$ cat config.mk
export PLATFORM = sky130hd
export DESIGN_NAME = astr_serial_port
export DESIGN_NICKNAME = d
export VERILOG_FILES = /design/src/astr_serial_port.v
export VERILOG_INCLUDE_DIRS = /design/src /design/src/shared
export SDC_FILE = /design/constraint.sdc
export NUM_CORES = 1
export LEC_CHECK = 0
export BUFFER_PORTS_ARGS = -buffer_cell sky130_fd_sc_hd__buf_2
export CAP_MARGIN = 0
export CORE_ASPECT_RATIO = 1.5
export CORE_UTILIZATION = 50
export CTS_CLUSTER_SIZE = 40
export DETAILED_ROUTE_END_ITERATION = 12
export GPL_TIMING_DRIVEN = 0
export PLACE_DENSITY = 0.74
export SYNTH_ARGS = -nofsm -noshare
export SYNTH_HDL_FRONTEND = slang
export SYNTH_SLANG_ARGS = --single-unit
$ cat constraint.sdc
create_clock -name i_clock -period 2.2 [get_ports i_clock]
set_input_delay 0.33 -clock i_clock [delete_from_list [all_inputs] [get_ports i_clock]]
set_output_delay 0.33 -clock i_clock [all_outputs]
set_load 0.02 [all_outputs]
$ cat src/shared/astr_consts.vh
`ifndef ASTR_CONSTS_VH
`define ASTR_CONSTS_VH
// ==========================================
// Register offsets
`define ASTR_OFS_IRQ_FLAGS   8'h0C
`define ASTR_OFS_RX_STATUS   8'h18
`define ASTR_OFS_TX_HOLD     8'h19
`define ASTR_OFS_RX_DATA     8'h1A
`define ASTR_OFS_IRQ_ENABLES 8'h8C
`define ASTR_OFS_TX_STATUS   8'h98
`define ASTR_OFS_BAUD_DIV    8'h99
// ==========================================
// Field positions
`define ASTR_IRQ_RXAVAIL     5
`define ASTR_IRQ_TXEMPTY     4
`define ASTR_RX_PORT_EN      7
`define ASTR_RX_NINE_SEL     6
`define ASTR_RX_CONT_EN      4
`define ASTR_RX_FRAME_ERR    2
`define ASTR_RX_OVERRUN      1
`define ASTR_RX_NINTH        0
`define ASTR_TX_NINE_SEL     6
`define ASTR_TX_EN           5
`define ASTR_TX_SYNC         4
`define ASTR_TX_HIGH_SPEED   2
`define ASTR_TX_SHIFT_EMPTY  1
`define ASTR_TX_NINTH        0
// ==========================================
// Reset values
`define ASTR_RST_TX_STATUS   8'h02
`define ASTR_RST_BYTE        8'h00
// ==========================================
// Timing counts, in oversampling ticks; the prescale count is in baud ticks
`define ASTR_OVS_LOW         4'hF
`define ASTR_OVS_HIGH_X4     2'h3
`define ASTR_SAMPLE_A        4'h6
`define ASTR_SAMPLE_B        4'h7
`define ASTR_SAMPLE_C        4'h8
`define ASTR_HIGH_PRESCALE   2'h3
`endif

$ cat src/astr_serial_port.v
// Contract
// - Shift register loads only after previous stop bit is fully sent
// - Buffer-to-shifter move takes one cycle, then empty flag sets
// - Buffer-empty flag ignores interrupt enable; cleared only by buffer write
// - Read-only shifter-empty status bit, no interrupt
// - Setting transmit enable sets buffer-empty flag
// - Frame starts only with buffer written and a baud shift tick
// - Clearing transmit enable aborts frame and releases the pin
// - Nine-bit select sends ninth bit after eight data bits
// - Receive pin sampled by x16 oversampler feeding bit shifter
// - Receiver accepts frames only while continuous receive enabled
// - After stop bit, word moves to FIFO if room; flag sets
// - Data-available flag read-only, clears when FIFO read empty
// - Two-entry receive FIFO, reads return arrival order
// - Full FIFO at third stop bit sets overrun, drops word
// - Overrun clears only by toggling continuous receive enable
// - Overrun blocks all transfers into the FIFO
// - Stop bit sampled low sets framing error for that word
// - Framing error and ninth bit queue with each FIFO entry
// - Nine-bit receive select captures ninth bit per frame
// - NRZ frames: start, 8 or 9 data LSB first, one stop
// - Low speed: majority of samples seven, eight and nine
// - Baud generator gives x16 or x64 clock; halts in sleep
`timescale 1ns/10ps
`default_nettype none
`include "astr_consts.vh"

module astr_serial_port #(
    parameter DATA_W = 8                 // Data byte width
) (
    input  wire        i_clock,          // System clock
    input  wire        i_reset,          // Synchronous reset, high
    input  wire        i_clk_en,         // Clock enable, freezes state
    input  wire        i_sleep,          // Sleep request, halts baud
    input  wire [7:0]  i_addr,           // Register address
    input  wire [7:0]  i_wdata,          // Write data
    input  wire        i_wr,             // Write strobe
    input  wire        i_rd,             // Read strobe
    output reg  [7:0]  o_rdata,          // Read data, cycle after read
    input  wire        i_serial_rx_pin,  // Receive line
    output reg         o_serial_tx_pin,  // Transmit line level
    output reg         o_serial_tx_oe,   // Transmit pin driven
    output reg         o_irq             // Interrupt request level
);

    // ==========================================
    // Registers
    reg [7:0]        baud_divisor_r;
    reg [7:0]        irq_en_r;
    reg              port_en_r, rx_nine_sel_r, cont_rx_en_r, overrun_r;
    reg              tx_nine_sel_r, tx_en_r, sync_r, high_speed_r, tx_ninth_r;
    reg [DATA_W-1:0] tx_hold_r;
    reg              tx_hold_full_r;
    reg              tx_empty_flag_r;

    // Decodes a register access
    function hit;
        input [7:0] a;
        input [7:0] ofs;
        begin
            hit = (a == ofs);
        end
    endfunction

    // Register decode
    wire wr_txhold = i_wr && hit(i_addr, `ASTR_OFS_TX_HOLD);
    wire rd_rxdata = i_rd && hit(i_addr, `ASTR_OFS_RX_DATA);
    wire wr_txstat = i_wr && hit(i_addr, `ASTR_OFS_TX_STATUS);
    wire wr_rxstat = i_wr && hit(i_addr, `ASTR_OFS_RX_STATUS);

    // ==========================================
    // Baud generator
    reg [7:0] baud_cnt_r;
    reg [1:0] pre_r;
    reg       ovs_tick_r;
    wire      baud_run = port_en_r && (tx_en_r || cont_rx_en_r) && !i_sleep;

    always @(posedge i_clock) begin
        if (i_reset) begin
            baud_cnt_r <= 8'h00;
            pre_r      <= 2'h0;
            ovs_tick_r <= 1'b0;
        end else if (i_clk_en) begin
            ovs_tick_r <= 1'b0;
            // Held at the reload value while stopped, so ticks restart in phase
            if (!baud_run) begin
                baud_cnt_r <= baud_divisor_r;
                pre_r      <= 2'h0;
            end else if (baud_cnt_r == 8'h00) begin
                baud_cnt_r <= baud_divisor_r;
                pre_r      <= pre_r + 2'h1;
                // High speed: every tick is x16; low: every fourth is x16
                if (high_speed_r || pre_r == `ASTR_HIGH_PRESCALE)
                    ovs_tick_r <= 1'b1;
            end else begin
                baud_cnt_r <= baud_cnt_r - 8'h01;
            end
        end
    end

    // ==========================================
    // Transmitter
    reg [9:0] tx_shift_reg_r;
    reg [3:0] tx_bits_r;
    reg [3:0] tx_ovs_r;
    reg       tx_busy_r;

    always @(posedge i_clock) begin
        if (i_reset) begin
            tx_shift_reg_r  <= 10'h3FF;
            tx_bits_r       <= 4'h0;
            tx_ovs_r        <= 4'h0;
            tx_busy_r       <= 1'b0;
            o_serial_tx_pin <= 1'b1;
            o_serial_tx_oe  <= 1'b0;
        end else if (i_clk_en) begin
            o_serial_tx_oe <= port_en_r && tx_en_r;
            // Disabling aborts at once; the holding buffer keeps its word
            if (!tx_en_r || !port_en_r) begin
                tx_busy_r       <= 1'b0;
                o_serial_tx_pin <= 1'b1;
            end else if (!tx_busy_r) begin
                o_serial_tx_pin <= 1'b1;
                if (tx_hold_full_r && ovs_tick_r) begin
                    tx_shift_reg_r  <= {1'b1, tx_ninth_r, tx_hold_r};
                    tx_bits_r       <= tx_nine_sel_r ? 4'hB : 4'hA;
                    tx_ovs_r        <= `ASTR_OVS_LOW;
                    tx_busy_r       <= 1'b1;
                    o_serial_tx_pin <= 1'b0;
                end
            end else if (ovs_tick_r) begin
                tx_ovs_r <= tx_ovs_r - 4'h1;
                if (tx_ovs_r == 4'h0) begin
                    tx_ovs_r <= `ASTR_OVS_LOW;
                    if (tx_bits_r == 4'h1) begin
                        tx_busy_r <= 1'b0;
                    end else begin
                        // In eight-bit frames the slot after bit seven is the stop bit
                        o_serial_tx_pin <= tx_nine_sel_r || tx_bits_r != 4'h2 ?
                                           tx_shift_reg_r[0] : 1'b1;
                        tx_shift_reg_r  <= {1'b1, tx_shift_reg_r[9:1]};
                    end
                    tx_bits_r <= tx_bits_r - 4'h1;
                end
            end
        end
    end

    // Same load condition as the shifter, seen by the flag logic
    wire tx_load = tx_en_r && port_en_r && !tx_busy_r && tx_hold_full_r && ovs_tick_r;

    // ==========================================
    // Receiver
    // Two-stage line sampler; only the second stage is read
    reg [1:0]        rx_sync_r;
    reg [3:0]        rx_ovs_r;
    reg [3:0]        rx_bits_r;
    reg              rx_busy_r;
    reg [2:0]        rx_votes_r;
    reg [8:0]        rx_shift_reg_r;
    reg              rx_done_r;
    reg              rx_stop_r;
    reg [9:0]        fifo_mem [0:1];
    reg              fifo_rd_ptr_r, fifo_wr_ptr_r;
    reg [1:0]        fifo_cnt_r;
    reg              cont_rx_q_r;
    wire             rx_pin = rx_sync_r[1];
    wire             vote = (rx_votes_r[0] & rx_votes_r[1]) |
                            (rx_votes_r[1] & rx_votes_r[2]) |
                            (rx_votes_r[0] & rx_votes_r[2]);
    wire [3:0]       rx_last = rx_nine_sel_r ? 4'hA : 4'h9;

    always @(posedge i_clock) begin
        if (i_reset) begin
            rx_sync_r      <= 2'h3;
            rx_ovs_r       <= 4'h0;
            rx_bits_r      <= 4'h0;
            rx_busy_r      <= 1'b0;
            rx_votes_r     <= 3'h7;
            rx_shift_reg_r <= 9'h000;
            rx_done_r      <= 1'b0;
            rx_stop_r      <= 1'b1;
        end else if (i_clk_en) begin
            rx_sync_r <= {rx_sync_r[0], i_serial_rx_pin};
            rx_done_r <= 1'b0;
            if (!cont_rx_en_r || !port_en_r) begin
                rx_busy_r <= 1'b0;
            end else if (ovs_tick_r) begin
                if (!rx_busy_r) begin
                    if (!rx_pin) begin
                        rx_busy_r <= 1'b1;
                        rx_ovs_r  <= 4'h1;
                        rx_bits_r <= 4'h0;
                    end
                end else begin
                    rx_ovs_r <= rx_ovs_r + 4'h1;
                    if (rx_ovs_r == `ASTR_SAMPLE_A)
                        rx_votes_r[0] <= rx_pin;
                    if (rx_ovs_r == `ASTR_SAMPLE_B)
                        rx_votes_r[1] <= rx_pin;
                    if (rx_ovs_r == `ASTR_SAMPLE_C)
                        rx_votes_r[2] <= rx_pin;
                    if (rx_ovs_r == `ASTR_SAMPLE_C + 4'h1) begin
                        if (rx_bits_r == 4'h0 && vote) begin
                            rx_busy_r <= 1'b0;        // False start
                        end else if (rx_bits_r == rx_last) begin
                            rx_busy_r <= 1'b0;
                            // Stop vote low marks a framing error for this word
                            rx_stop_r <= vote;
                            rx_done_r <= 1'b1;
                        end else if (rx_bits_r != 4'h0) begin
                            rx_shift_reg_r <= rx_nine_sel_r ?
                                {vote, rx_shift_reg_r[8:1]} :
                                {1'b0, vote, rx_shift_reg_r[7:1]};
                        end
                        rx_bits_r <= rx_bits_r + 4'h1;
                    end
                end
            end
        end
    end

    // Head entry: frame error, ninth bit, data byte
    wire [9:0]  fifo_head = fifo_mem[fifo_rd_ptr_r];
    // Overrun blocks every push until continuous receive is disabled
    wire        fifo_push = rx_done_r && !overrun_r && fifo_cnt_r != 2'h2;
    wire        fifo_pop  = rd_rxdata && fifo_cnt_r != 2'h0;

    always @(posedge i_clock) begin
        if (i_reset) begin
            fifo_rd_ptr_r <= 1'b0;
            fifo_wr_ptr_r <= 1'b0;
            fifo_cnt_r    <= 2'h0;
            overrun_r     <= 1'b0;
            cont_rx_q_r   <= 1'b0;
        end else if (i_clk_en) begin
            cont_rx_q_r <= cont_rx_en_r;
            if (fifo_push) begin
                fifo_mem[fifo_wr_ptr_r] <= {!rx_stop_r, rx_shift_reg_r[8],
                                            rx_shift_reg_r[7:0]} ;
                fifo_wr_ptr_r <= !fifo_wr_ptr_r;
            end
            if (fifo_pop)
                fifo_rd_ptr_r <= !fifo_rd_ptr_r;
            fifo_cnt_r <= fifo_cnt_r + {1'b0, fifo_push} - {1'b0, fifo_pop};
            // A word meeting a full FIFO sets overrun; set wins over the clear
            if (rx_done_r && fifo_cnt_r == 2'h2)
                overrun_r <= 1'b1;
            else if (cont_rx_q_r && !cont_rx_en_r)
                overrun_r <= 1'b0;
        end
    end

    // ==========================================
    // Control registers and flags
    // flag and holding buffer
    always @(posedge i_clock) begin
        if (i_reset) begin
            baud_divisor_r  <= `ASTR_RST_BYTE;
            irq_en_r        <= `ASTR_RST_BYTE;
            tx_hold_r       <= `ASTR_RST_BYTE;
            tx_hold_full_r  <= 1'b0;
            tx_empty_flag_r <= 1'b0;
            {port_en_r, rx_nine_sel_r, cont_rx_en_r} <= 3'h0;
            {tx_nine_sel_r, tx_en_r, sync_r, high_speed_r, tx_ninth_r} <= 5'h00;
            o_irq           <= 1'b0;
        end else if (i_clk_en) begin
            if (i_wr && hit(i_addr, `ASTR_OFS_BAUD_DIV))
                baud_divisor_r <= i_wdata;
            if (i_wr && hit(i_addr, `ASTR_OFS_IRQ_ENABLES))
                irq_en_r <= i_wdata;
            if (wr_rxstat) begin
                port_en_r     <= i_wdata[`ASTR_RX_PORT_EN];
                rx_nine_sel_r <= i_wdata[`ASTR_RX_NINE_SEL];
                cont_rx_en_r  <= i_wdata[`ASTR_RX_CONT_EN];
            end
            // Sync select is stored and read back only
            if (wr_txstat) begin
                tx_nine_sel_r <= i_wdata[`ASTR_TX_NINE_SEL];
                tx_en_r       <= i_wdata[`ASTR_TX_EN];
                sync_r        <= i_wdata[`ASTR_TX_SYNC];
                high_speed_r  <= i_wdata[`ASTR_TX_HIGH_SPEED];
                tx_ninth_r    <= i_wdata[`ASTR_TX_NINTH];
            end
            if (wr_txhold) begin
                tx_hold_r      <= i_wdata;
                tx_hold_full_r <= 1'b1;
            end else if (tx_load) begin
                tx_hold_full_r <= 1'b0;
            end
            // Set wins over the clear by a buffer write
            if (tx_load || (wr_txstat && i_wdata[`ASTR_TX_EN] && !tx_en_r))
                tx_empty_flag_r <= 1'b1;
            else if (wr_txhold)
                tx_empty_flag_r <= 1'b0;
            o_irq <= (tx_empty_flag_r && irq_en_r[`ASTR_IRQ_TXEMPTY]) ||
                     (fifo_cnt_r != 2'h0 && irq_en_r[`ASTR_IRQ_RXAVAIL]);
        end
    end

    // ==========================================
    // Read data
    // status readback
    always @(posedge i_clock) begin
        if (i_reset) begin
            o_rdata <= 8'h00;
        end else if (i_clk_en) begin
            o_rdata <= 8'h00;
            if (i_rd) begin
                // Status fields of an empty FIFO read as zero
                case (i_addr)
                    `ASTR_OFS_IRQ_FLAGS:
                        o_rdata <= {2'b00, fifo_cnt_r != 2'h0, tx_empty_flag_r, 4'h0};
                    `ASTR_OFS_RX_STATUS:
                        o_rdata <= {port_en_r, rx_nine_sel_r, 1'b0, cont_rx_en_r, 1'b0,
                                    fifo_head[9] & (fifo_cnt_r != 2'h0), overrun_r,
                                    fifo_head[8] & (fifo_cnt_r != 2'h0)};
                    `ASTR_OFS_TX_HOLD:     o_rdata <= tx_hold_r;
                    `ASTR_OFS_RX_DATA:
                        o_rdata <= (fifo_cnt_r != 2'h0) ? fifo_head[7:0] : 8'h00;
                    `ASTR_OFS_IRQ_ENABLES: o_rdata <= irq_en_r;
                    `ASTR_OFS_TX_STATUS:
                        o_rdata <= {1'b0, tx_nine_sel_r, tx_en_r, sync_r, 1'b0,
                                    high_speed_r, !tx_busy_r, tx_ninth_r};
                    `ASTR_OFS_BAUD_DIV:    o_rdata <= baud_divisor_r;
                    default:               o_rdata <= 8'h00;
                endcase
            end
        end
    end

endmodule // astr_serial_port
`default_nettype wire

==> results of run 1 <==
==> final timing paths <==
kind | to | from | cells after the start
max | tx_bits_r[2] | tx_ovs_r[0] | 10
min | rx_sync_r[0] | i_serial_rx_pin | 3
max reg2reg | tx_bits_r[2] | tx_ovs_r[0] | 10
min reg2reg | fifo_mem[1][0] | rx_shift_reg_r[0] | 0
==> worst register-to-register path, cell delays in order (launching register included) <==
cell	delay (ns)
dfxtp_1	0.33
inv_1	0.07
ha_1	0.19
or3b_1	0.37
buf_6	0.15
a211oi_4	0.34
buf_4	0.18
buf_4	0.09
nand2_1	0.05
xor2_1	0.15
nor2_1	0.06
==> power groups by stage <==
stage / registers [mW] / clock network [mW] / logic [mW]
after CTS: 2.35 / 2.70 / 0.213
after floorplan: 2.40 / 0 / 0.120
final: 2.35 / 2.68 / 0.217
after global placement: 2.40 / 0 / 0.208
after global routing: 2.35 / 2.81 / 0.231
after detailed placement: 2.40 / 0 / 0.211
==> stage by stage <==
stage	cell area (um2)	setup WS (ns)
after floorplan	6018	0.1136
after global placement	6361	-0.4661
after detailed placement	6361	-0.4440
after CTS	6940	0.02004
after global routing	6992	-0.005795
final	6992	0.1096
==> layer usage <==
layer	share of wire, %	global-route usage, %
met3	4.9	6.544
met5	0	0
met4	7.8	20.55
met2	49	44.70
met1	38	28.06
==> cell families after synthesis <==
logic type,after synthesis
compound gates,106
xor+xnor,12
simple gates,223
buf+inv,56
fa+ha+maj,16
mux,77
flops,126
==> cells in the final DEF, fill, tap and decap left out, types with 7 or more instances in the layout <==
cell,count
a211oi_1,14
a21oi_1,29
buf_2,39
buf_4,9
clkbuf_1,18
clkbuf_16,18
dfxtp_1,104
edfxtp_1,20
ha_1,15
inv_1,25
mux2_2,7
mux2i_1,70
nand2_1,44
nand3_1,16
nor2_1,87
nor3_1,12
o211ai_2,8
o21ai_0,12
xnor2_1,7
==> layout make-up <==
| class | count | share of cell area (%) |
|---|---|---|
| clock inverters | 12 | 1.611 |
| well taps | 150 | 2.684 |
| multi-input cells | 434 | 43.72 |
| clock buffers | 20 | 6.550 |
| inverters | 25 | 1.342 |
| flip-flops and latches | 126 | 38.98 |
| plain buffers | 31 | 2.255 |
| repair buffers | 37 | 2.863 |
==> state kept, by name, summed over array words and instances, names as in the netlist, 3 cells and up, named ones only <==
register	flops
o_rdata	8
baud_cnt_r	8
tx_shift_reg_r	9
rx_bits_r	4
tx_bits_r	4
tx_ovs_r	4
irq_en_r	8
tx_hold_r	8
baud_divisor_r	8
rx_ovs_r	4
fifo_mem	20
rx_shift_reg_r	9
rx_votes_r	3
==> repair_timing <==
| action | CTS | global route |
|---|---|---|
| hold buffers | 0 | 0 |
| setup endpoints to repair | 12 | 18 |
| resized for setup | 1 | 5 |
| buffers inserted | 0 | 6 |
| pin swaps | 1 | 3 |
==> run summary, run 1 <==
Initial antenna violation count -> 0
Via count -> 4957
Syn Inst Count -> 616
Arr. time, crit path -> 2.40 ns
CP dominant cell by count -> buf_4
Drt wl/cell -> 18.63 um
P_leak -> 2.700 nW
Tightest Pin Transition -> 0.7439 ns
Core area -> 11590 um2
Post-Synth Adder-Cell Area -> 3.288%
First DRT Iteration DRCs -> 321
Max-cap viol count -> 0
Die height -> 136.3 um
Congestion Overflow GR -> 0
Power Internal -> 4.027 mW
Number of global-route vias before repair -> 4988
Status -> finished clean
Startpoint Class -> flop
Synth warn -> 0
Most common flop cell mapped by yosys -> dfxtp_1
Async SR Flop Fraction -> 0%
CTS sink cnt -> 126
Clock transition at path regs -> 0.06 ns
Vias/cell -> 5.937
IO Port Bufs -> 31
Max Clock Skew -> 0.007562 ns
Slowest stage delay, CP -> 0.37 ns
Setup violators final -> 0
CTS Buffer Depth -> 2
Clock power frac -> 51.1%
Starting Density -> 51.87%
Complex-gate fraction of the synthesized area -> 13.32%
Psw -> 1.221 mW
Final Hold Vio Count -> 0
Cts bufs inserted -> 17
Critical path's slowest cell -> or3b_1
CP cell instances -> inv_1 > ha_1 > or3b_1 > buf_6 > a211oi_4 > buf_4 > buf_4 > nand2_1 > xor2_1 > nor2_1
Post-Synth Simple-Gate Area -> 19.27%
Worst path required time -> 2.51 ns
Largest net degree at the start of global routing -> 17
Drt pass-1 iters -> 6
Post-synth EDFFs -> 20
CP Capture Type -> flop
Sw Ratio -> 23.26%
GRT Total Usage -> 26.40%
Sequential share of power -> 44.8%
Full die area -> 12480 um2
Final net count -> 710
Rel. slew slack -> 50.41%
Worst-path fanout max -> 5
Power, Total -> 5.248 mW
Final setup TNS -> 0 ns
Worst hold path type -> in -> reg
Top cells by count, synth -> dfxtp_1, nor2_1, mux2i_1, nand2_1, a21oi_1
Total power divided by cell area -> 750.7 nW/um2
Largest area contributor in the netlist -> dfxtp_1
Critical setup path kind -> reg -> reg
Worst R2R Setup Slack -> 0.11 ns
Share of layout cells above drive strength 1 -> 16.79%
Largest family of logic cells by synthesized area -> simple AND/OR/NAND/NOR gates
Post-layout minimum cycle time -> 2.090 ns
FF+latch area -> 2725 um2
Synth Area in XOR/XNOR -> 1.748%
I/O pins -> 34
Routability cong. -> 0.9830
Most common cell in the synthesized netlist -> dfxtp_1
Register area share after synthesis -> 45.29%
First-pass GRT wire length -> 25.08 mm
Routed WL -> 15.55 mm
Critical path's top delay family -> buffers and inverters
CTS tree -> yes
Finished Layout Cells -> 835
Final Cycle Share -> 95.02%
Area grow syn2layout -> 16.30%
Mux cell area share after synthesis -> 12.97%
Crit path buf inv count -> 4
Synth unique cells -> 71
Placed Instances -> 797
Utilization after layout -> 60.32%
Proportion of netlist area held by the largest area contributor -> 35.30%
Multi-input logic area -> 3057 um2
Post-route antenna net violation count -> 0
Root Driver -> clkbuf_16
Synth area leaders -> dfxtp_1, mux2i_1, edfxtp_1
Worst hold slack -> 0.1285 ns
Slew Viols, Final -> 0
Chip Width -> 91.53 um
Worst-skew pair later-pin latency -> 0.42 ns
Cell area after synthesis -> 6012 um2
Syn_area_per_cell -> 9.760 um2
VDD IR-drop max -> 549.5 uV
Max Fclk -> 478.4 MHz
FP Rows -> 48
Flops & latches, synth -> 126
Combinational power share -> 4.1%
# fillers -> 966
Post-Syn Nets -> 654
H-tree levels -> 4
HPWL after DPL -> 11.42 mm
Antenna Cells -> 0
DRC -> 0
Note: power is estimated with default switching activity, not from simulation.
==> run 2: changes to the inputs <==
--- a/config.mk
+++ b/config.mk
@@ -13,7 +13,7 @@
 export CTS_CLUSTER_SIZE = 40
 export DETAILED_ROUTE_END_ITERATION = 12
 export GPL_TIMING_DRIVEN = 0
-export PLACE_DENSITY = 0.74
+export PLACE_DENSITY = 0.71
 export SYNTH_ARGS = -nofsm -noshare
 export SYNTH_HDL_FRONTEND = slang
 export SYNTH_SLANG_ARGS = --single-unit
==> constraint.sdc (replaced) <==
create_clock -name i_clock -period 2.1 [get_ports i_clock]
set_input_delay 0.315 -clock i_clock [delete_from_list [all_inputs] [get_ports i_clock]]
set_output_delay 0.315 -clock i_clock [all_outputs]
set_load 0.02 [all_outputs]
==> run 2 against run 1 <==
Non-clock buffer count stayed put. Hold slack worse by 0.0051 ns. Sequential cell count did not move. Total power increased by 14%.
==> run summary, run 2 (synthesized netlist as in run 1, its figures left out) <==
Full die area -> 12480 um2 (unchanged)
Die height -> 136.3 um (unchanged)
Placed Instances -> 797 (unchanged)
I/O pins -> 34 (unchanged)
First-pass GRT wire length -> 25.18 mm (+0.39%)
Final net count -> 710 (unchanged)
Largest net degree at the start of global routing -> 17 (unchanged)
FP Rows -> 48 (unchanged)
Congestion Overflow GR -> 0 (unchanged)
Clock transition at path regs -> 0.06 ns (about the same)
Final Cycle Share -> 97.01% (+2.0 points)
Max-cap viol count -> 0 (unchanged)
Arr. time, crit path -> 2.37 ns (-0.03 ns)
Core area -> 11590 um2 (unchanged)
Met2 routed WL -> 8.180 mm (+7.8%)
Share of layout cells above drive strength 1 -> 17.66% (+0.88 points)
Critical setup path kind -> reg -> reg
Root Driver -> clkbuf_16
Tightest Pin Transition -> 0.8103 ns (+0.06645 ns)
Number of global-route vias before repair -> 4940 (-0.96%)
CTS sink cnt -> 126 (unchanged)
Routed WL -> 16.11 mm (+3.6%)
Most frequent cells in the layout -> dfxtp_1, nor2_1, mux2i_1
Worst-path fanout max -> 5 (unchanged)
CTS tree -> yes
Post-layout minimum cycle time -> 2.037 ns (-0.05310 ns)
Startpoint Class -> flop
Worst-skew pair later-pin latency -> 0.42 ns (about the same)
H-tree levels -> 4 (unchanged)
RSZ-0062 raised after global routing -> yes
Max Fclk -> 490.9 MHz (+2.6%)
Drt pass-1 iters -> 5 (-1)
Wire length on met1 -> 6.461 mm (+8.1%)
Final setup TNS -> 0 ns (unchanged)
Metal3 WL -> 610 um (-20%)
Max reg flops -> 20 (unchanged)
VDD IR-drop max -> 728.9 uV (+33%)
Most common cell after layout, fill and taps aside -> dfxtp_1
Biggest register -> fifo_mem
Vias/cell -> 5.903 (-0.56%)
Status -> finished clean
P_leak -> 2.788 nW (+3.2%)
Antenna Cells -> 0 (unchanged)
Max Clock Skew -> 0.008978 ns (+0.001416 ns)
Slew Viols, Final -> 0 (unchanged)
Drt wl/cell -> 19.30 um (+3.6%)
Cts bufs inserted -> 17 (unchanged)
DRC -> 0 (unchanged)
Area grow syn2layout -> 18.58%
Initial antenna violation count -> 0 (unchanged)
Via count -> 4929 (-0.56%)
Routability cong. -> 0.9076 (-7.7%)
Worst path required time -> 2.44 ns (-0.07 ns)
Final Hold Vio Count -> 0 (unchanged)
Finished Layout Cells -> 835 (unchanged)
Post-route antenna net violation count -> 0 (unchanged)
CTS Buffer Depth -> 2 (unchanged)
GRT Total Usage -> 26.68% (+0.27 points)
Rel. slew slack -> 45.98% (-4.4 points)
Top layer in use -> met4
CP Capture Type -> flop
Utilization after layout -> 61.51% (+1.2 points)
Worst hold path type -> in -> reg
First DRT Iteration DRCs -> 336 (+4.7%)
IO Port Bufs -> 31 (unchanged)
Chip Width -> 91.53 um (unchanged)
# fillers -> 993 (+2.8%)
Starting Density -> 51.87% (unchanged)
HPWL after DPL -> 11.56 mm (+1.3%)
Largest registers -> fifo_mem: 20 flops, rx_shift_reg_r: 9 flops, tx_shift_reg_r: 9 flops
Setup violators final -> 0 (unchanged)
Total power divided by cell area -> 837.6 nW/um2 (+12%)
==> run 2: cell count changes in the layout (fill, tap and decap cells not counted), moves of 2 or more <==
cell,delta
buf_4,-2
bufinv_16,+3
clkinvlp_4,-4
clkbuf_1,-2
==> run 2: what timing repair did <==
action	CTS	global route
buffers inserted	2	4
endpoints found under the setup margin	20	18
resized for setup	3	11
hold buffers	0	0
pin swaps	2	2
==> run 2: critical path, stage by stage (launching register included) <==
cell and delay [ns]:
dfxtp_2 0.34, inv_1 0.10, ha_1 0.19, nor3b_2 0.38, a2111oi_4 0.15, nand2b_4 0.18
buf_4 0.14, or3_1 0.31, a21oi_1 0.16
==> run 2: final cells by class <==
cell class                 instances  area, um2  area share, %
sequential                       126       2725          38.22
inverter                          25      93.84          1.316
buffer                            31      165.2          2.317
clock inverter                    12      178.9          2.510
timing repair buffer              37      203.9          2.861
clock buffer                      20      489.2          6.862
tap                              150      187.7          2.633
multi-input combinational        434       3085          43.28
==> run 2: path summary, 6_finish.rpt <==
| kind | startpoint | end | slack (ns) | depth (start not counted) |
|---|---|---|---|---|
| setup reg to reg | baud_cnt_r[0] | pre_r[1] | 0.06 | 8 |
| hold / removal | i_serial_rx_pin | rx_sync_r[0] | 0.12 | 3 |
| hold reg to reg | rx_shift_reg_r[0] | fifo_mem[0][0] | 0.46 | 0 |
| setup / recovery | baud_cnt_r[0] | pre_r[1] | 0.06 | 8 |
==> run 2: power breakdown <==
part | internal, mW | leakage [nW] | switching [mW]
sequential | 2.45 | 1.07 | 0.00991
combinational | 0.0711 | 1.39 | 0.162
clock | 2.16 | 0.327 | 1.11
==> run 2: layer usage <==
metal  track usage [%]  up-vias
met5                 0        -
met4             16.75        0
met3             5.201       49
met2             46.87      142
met1             29.40     2384
li1                  -     2354
==> run 2: per-stage QoR <==
stage,area [um2],power [mW],setup slack [ns],hold slack (ns)
after global routing,7129,6.103,-0.009233,0.1351
after floorplan,6018,2.640,0.02858,0.4249
after CTS,7062,5.979,0.01293,0.1253
final,7129,5.971,0.06274,0.1233
after global placement,6361,2.734,-0.6248,0.4327
after detailed placement,6361,2.736,-0.6825,0.4412
==> run 3: changes to the inputs <==
--- a/config.mk
+++ b/config.mk
@@ -12,8 +12,8 @@
 export CORE_UTILIZATION = 50
 export CTS_CLUSTER_SIZE = 40
 export DETAILED_ROUTE_END_ITERATION = 12
-export GPL_TIMING_DRIVEN = 0
 export PLACE_DENSITY = 0.71
+export RECOVER_POWER = 25
 export SYNTH_ARGS = -nofsm -noshare
 export SYNTH_HDL_FRONTEND = slang
 export SYNTH_SLANG_ARGS = --single-unit
==> run 3 against run 2 <==
Register-to-register slack improved by 0.096 ns. Worst setup slack improved by 0.096 ns. Highest routed layer unchanged. Critical endpoint is now baud_cnt_r[0]. Largest power group unchanged. Routed wire length fell by 6.6%.
==> run summary, run 3 (synthesized netlist as in run 1, its figures left out) <==
RSZ-0062 raised after global routing -> no
Rel. slew slack -> 56.41% (+10 points)
GRT Total Usage -> 25.87% (-0.81 points)
Area grow syn2layout -> 19.11%
Post-layout minimum cycle time -> 1.942 ns (-0.09573 ns)
Multi-input logic area -> 3043 um2 (-1.4%)
Chip Width -> 91.53 um (unchanged)
CTS tree -> yes
Max Clock Skew -> 0.006354 ns (-0.002624 ns)
Routed WL -> 15.04 mm (-6.6%)
Startpoint Class -> flop
I/O pins -> 34 (unchanged)
First DRT Iteration DRCs -> 286 (-15%)
FF+latch area -> 2723 um2 (about the same)
Largest net degree at the start of global routing -> 42 (+25)
Setup bufs post-CTS -> 0 (-2)
# fillers -> 996 (+0.30%)
Routability cong. -> 0.9686 (+6.7%)
First-pass GRT wire length -> 24.82 mm (-1.4%)
Worst-skew pair later-pin latency -> 0.42 ns (about the same)
Status -> finished clean
RR Endpoint -> baud_cnt_r[0]
Sw Ratio -> 21.35% (-0.16 points)
Critical setup path kind -> reg -> reg
Number of global-route vias before repair -> 4986 (+0.93%)
Starting Density -> 51.87% (unchanged)
IO Port Bufs -> 33 (+6.5%)
Clock transition at path regs -> 0.05 ns (about the same)
Most frequent cells in the layout -> dfxtp_1, nor2_1, mux2i_1
Most common cell after layout, fill and taps aside -> dfxtp_1
FP Rows -> 48 (unchanged)
CP cell instances -> inv_1 > ha_1 > nor3b_2 > a2111oi_4 > buf_4 > mux2i_1 > a211oi_1
DP Area -> 6553 um2 (+3.0%)
Final net count -> 718 (+1.1%)
Max-cap viol count -> 0 (unchanged)
VDD IR-drop max -> 585.7 uV (-20%)
Post_cts resized -> 0 (-3)
Core area -> 11590 um2 (unchanged)
CP Capture Type -> flop
Full die area -> 12480 um2 (unchanged)
Slowest stage delay, CP -> 0.40 ns (+0.02 ns)
HPWL after DPL -> 11.13 mm (-3.7%)
Psw -> 1.261 mW (-1.8%)
Worst path required time -> 2.36 ns (-0.08 ns)
Share of layout cells above drive strength 1 -> 17.60% (-0.060 points)
Max reg flops -> 20 (unchanged)
Worst hold path type -> in -> reg
Critical path's slowest cell -> dfxtp_1
H-tree levels -> 4 (unchanged)
Sequential share of power -> 41.7% (+0.5 points)
Hold path cells -> 3 (unchanged)
Final setup TNS -> 0 ns (unchanged)
Drt pass-1 iters -> 5 (unchanged)
Combinational power share -> 3.9% (about the same)
Antenna Cells -> 0 (unchanged)
Final Instance Area -> 7161 um2 (+0.44%)
Reg2reg start -> baud_cnt_r[0]
Die height -> 136.3 um (unchanged)
Cts bufs inserted -> 17 (unchanged)
DRC -> 0 (unchanged)
Via count -> 4876 (-1.1%)
Root Driver -> clkbuf_16
Biggest register -> fifo_mem
CTS sink cnt -> 126 (unchanged)
Final Hold Vio Count -> 0 (unchanged)
Slew Viols, Final -> 0 (unchanged)
CTS Buffer Depth -> 2 (unchanged)
Worst-path fanout max -> 5 (unchanged)
Largest registers -> fifo_mem: 20 flops, rx_shift_reg_r: 9 flops, tx_shift_reg_r: 9 flops
Total power divided by cell area -> 824.9 nW/um2 (-1.5%)
Tightest Pin Transition -> 0.6447 ns (-0.1656 ns)
Arr. time, crit path -> 2.20 ns (-0.17 ns)
Congestion Overflow GR -> 0 (unchanged)
Setup violators final -> 0 (unchanged)
Max Fclk -> 515.1 MHz (+4.9%)
Hold endpoint -> rx_sync_r[0]
Initial antenna violation count -> 0 (unchanged)
R2R cell count -> 7 (-1)
Clock power frac -> 54.4% (-0.5 points)
P_leak -> 2.772 nW (-0.57%)
Worst R2R Setup Slack -> 0.16 ns (+0.10 ns)
Drt wl/cell -> 17.84 um (-7.5%)
Power Internal -> 4.646 mW (-0.88%)
Number of hold buffers added after cts -> 0 (unchanged)
Post-route antenna net violation count -> 0 (unchanged)
Critical path's top delay family -> compound AO/OA/AOI/OAI gates
Hold Startpoint -> i_serial_rx_pin
Crit path buf inv count -> 2 (unchanged)
Vias/cell -> 5.784 (-2.0%)
Final Cycle Share -> 92.45% (-4.6 points)
[run 3: how the worst max path moves through the flow]
stage	start	end	slack [ns]	cells after the start
after floorplan	i_addr[7]	fifo_cnt_r[1]	0.03	11
after global routing	baud_cnt_r[0]	baud_cnt_r[3]	0.02	7
after detailed placement	baud_cnt_r[0]	baud_cnt_r[2]	0.07	7
final	baud_cnt_r[0]	baud_cnt_r[0]	0.16	7
after CTS	baud_cnt_r[0]	baud_cnt_r[2]	0.04	7
after global placement	i_addr[5]	fifo_cnt_r[1]	0.15	11
[run 3: cell type report]
class                   count  share of cell area (%)
multi-input cells         434                   42.50
flip-flops and latches    126                   38.02
repair buffers             76                   6.535
clock buffers              19                   6.046
clock inverters            13                   2.970
well taps                 150                   2.621
inverters                  25                   1.311
[run 3: per-layer routing]
layer | track usage, % | up-vias | part of all wire (%)
li1 | - | 2356 | -
met1 | 29.58 | 2339 | 40
met2 | 44.44 | 140 | 51
met3 | 5.369 | 41 | 3.9
met4 | 15.17 | 0 | 4.7
met5 | 0 | - | 0
[run 3: per-stage QoR]
step	setup slack [ns]	power, mW	cells	hold slack, ns	utilization (%)
floorplan	0.02858	2.640	616	0.4249	-
global placement	0.1461	2.742	811	0.4350	56.53
detailed placement	0.06560	2.745	811	0.4460	56.53
CTS	0.03782	5.934	843	0.1192	62.10
global route	0.01728	6.077	843	0.1294	61.78
finish	0.1585	5.907	843	0.1195	61.78
[run 3: power groups by stage]
| stage | sequential, mW | combinational (mW) | clock [mW] |
|---|---|---|---|
| after floorplan | 2.51 | 0.125 | 0 |
| after global placement | 2.51 | 0.228 | 0 |
| after detailed placement | 2.51 | 0.230 | 0 |
| after CTS | 2.46 | 0.231 | 3.24 |
| after global routing | 2.46 | 0.247 | 3.37 |
| final | 2.46 | 0.229 | 3.21 |
[run 3: worst register-to-register path, cell delays in order, from the launching register on]
cell       delay (ns)
dfxtp_1          0.40
inv_1            0.10
ha_1             0.23
nor3b_2          0.18
a2111oi_4        0.37
buf_4            0.18
mux2i_1          0.21
a211oi_1         0.11
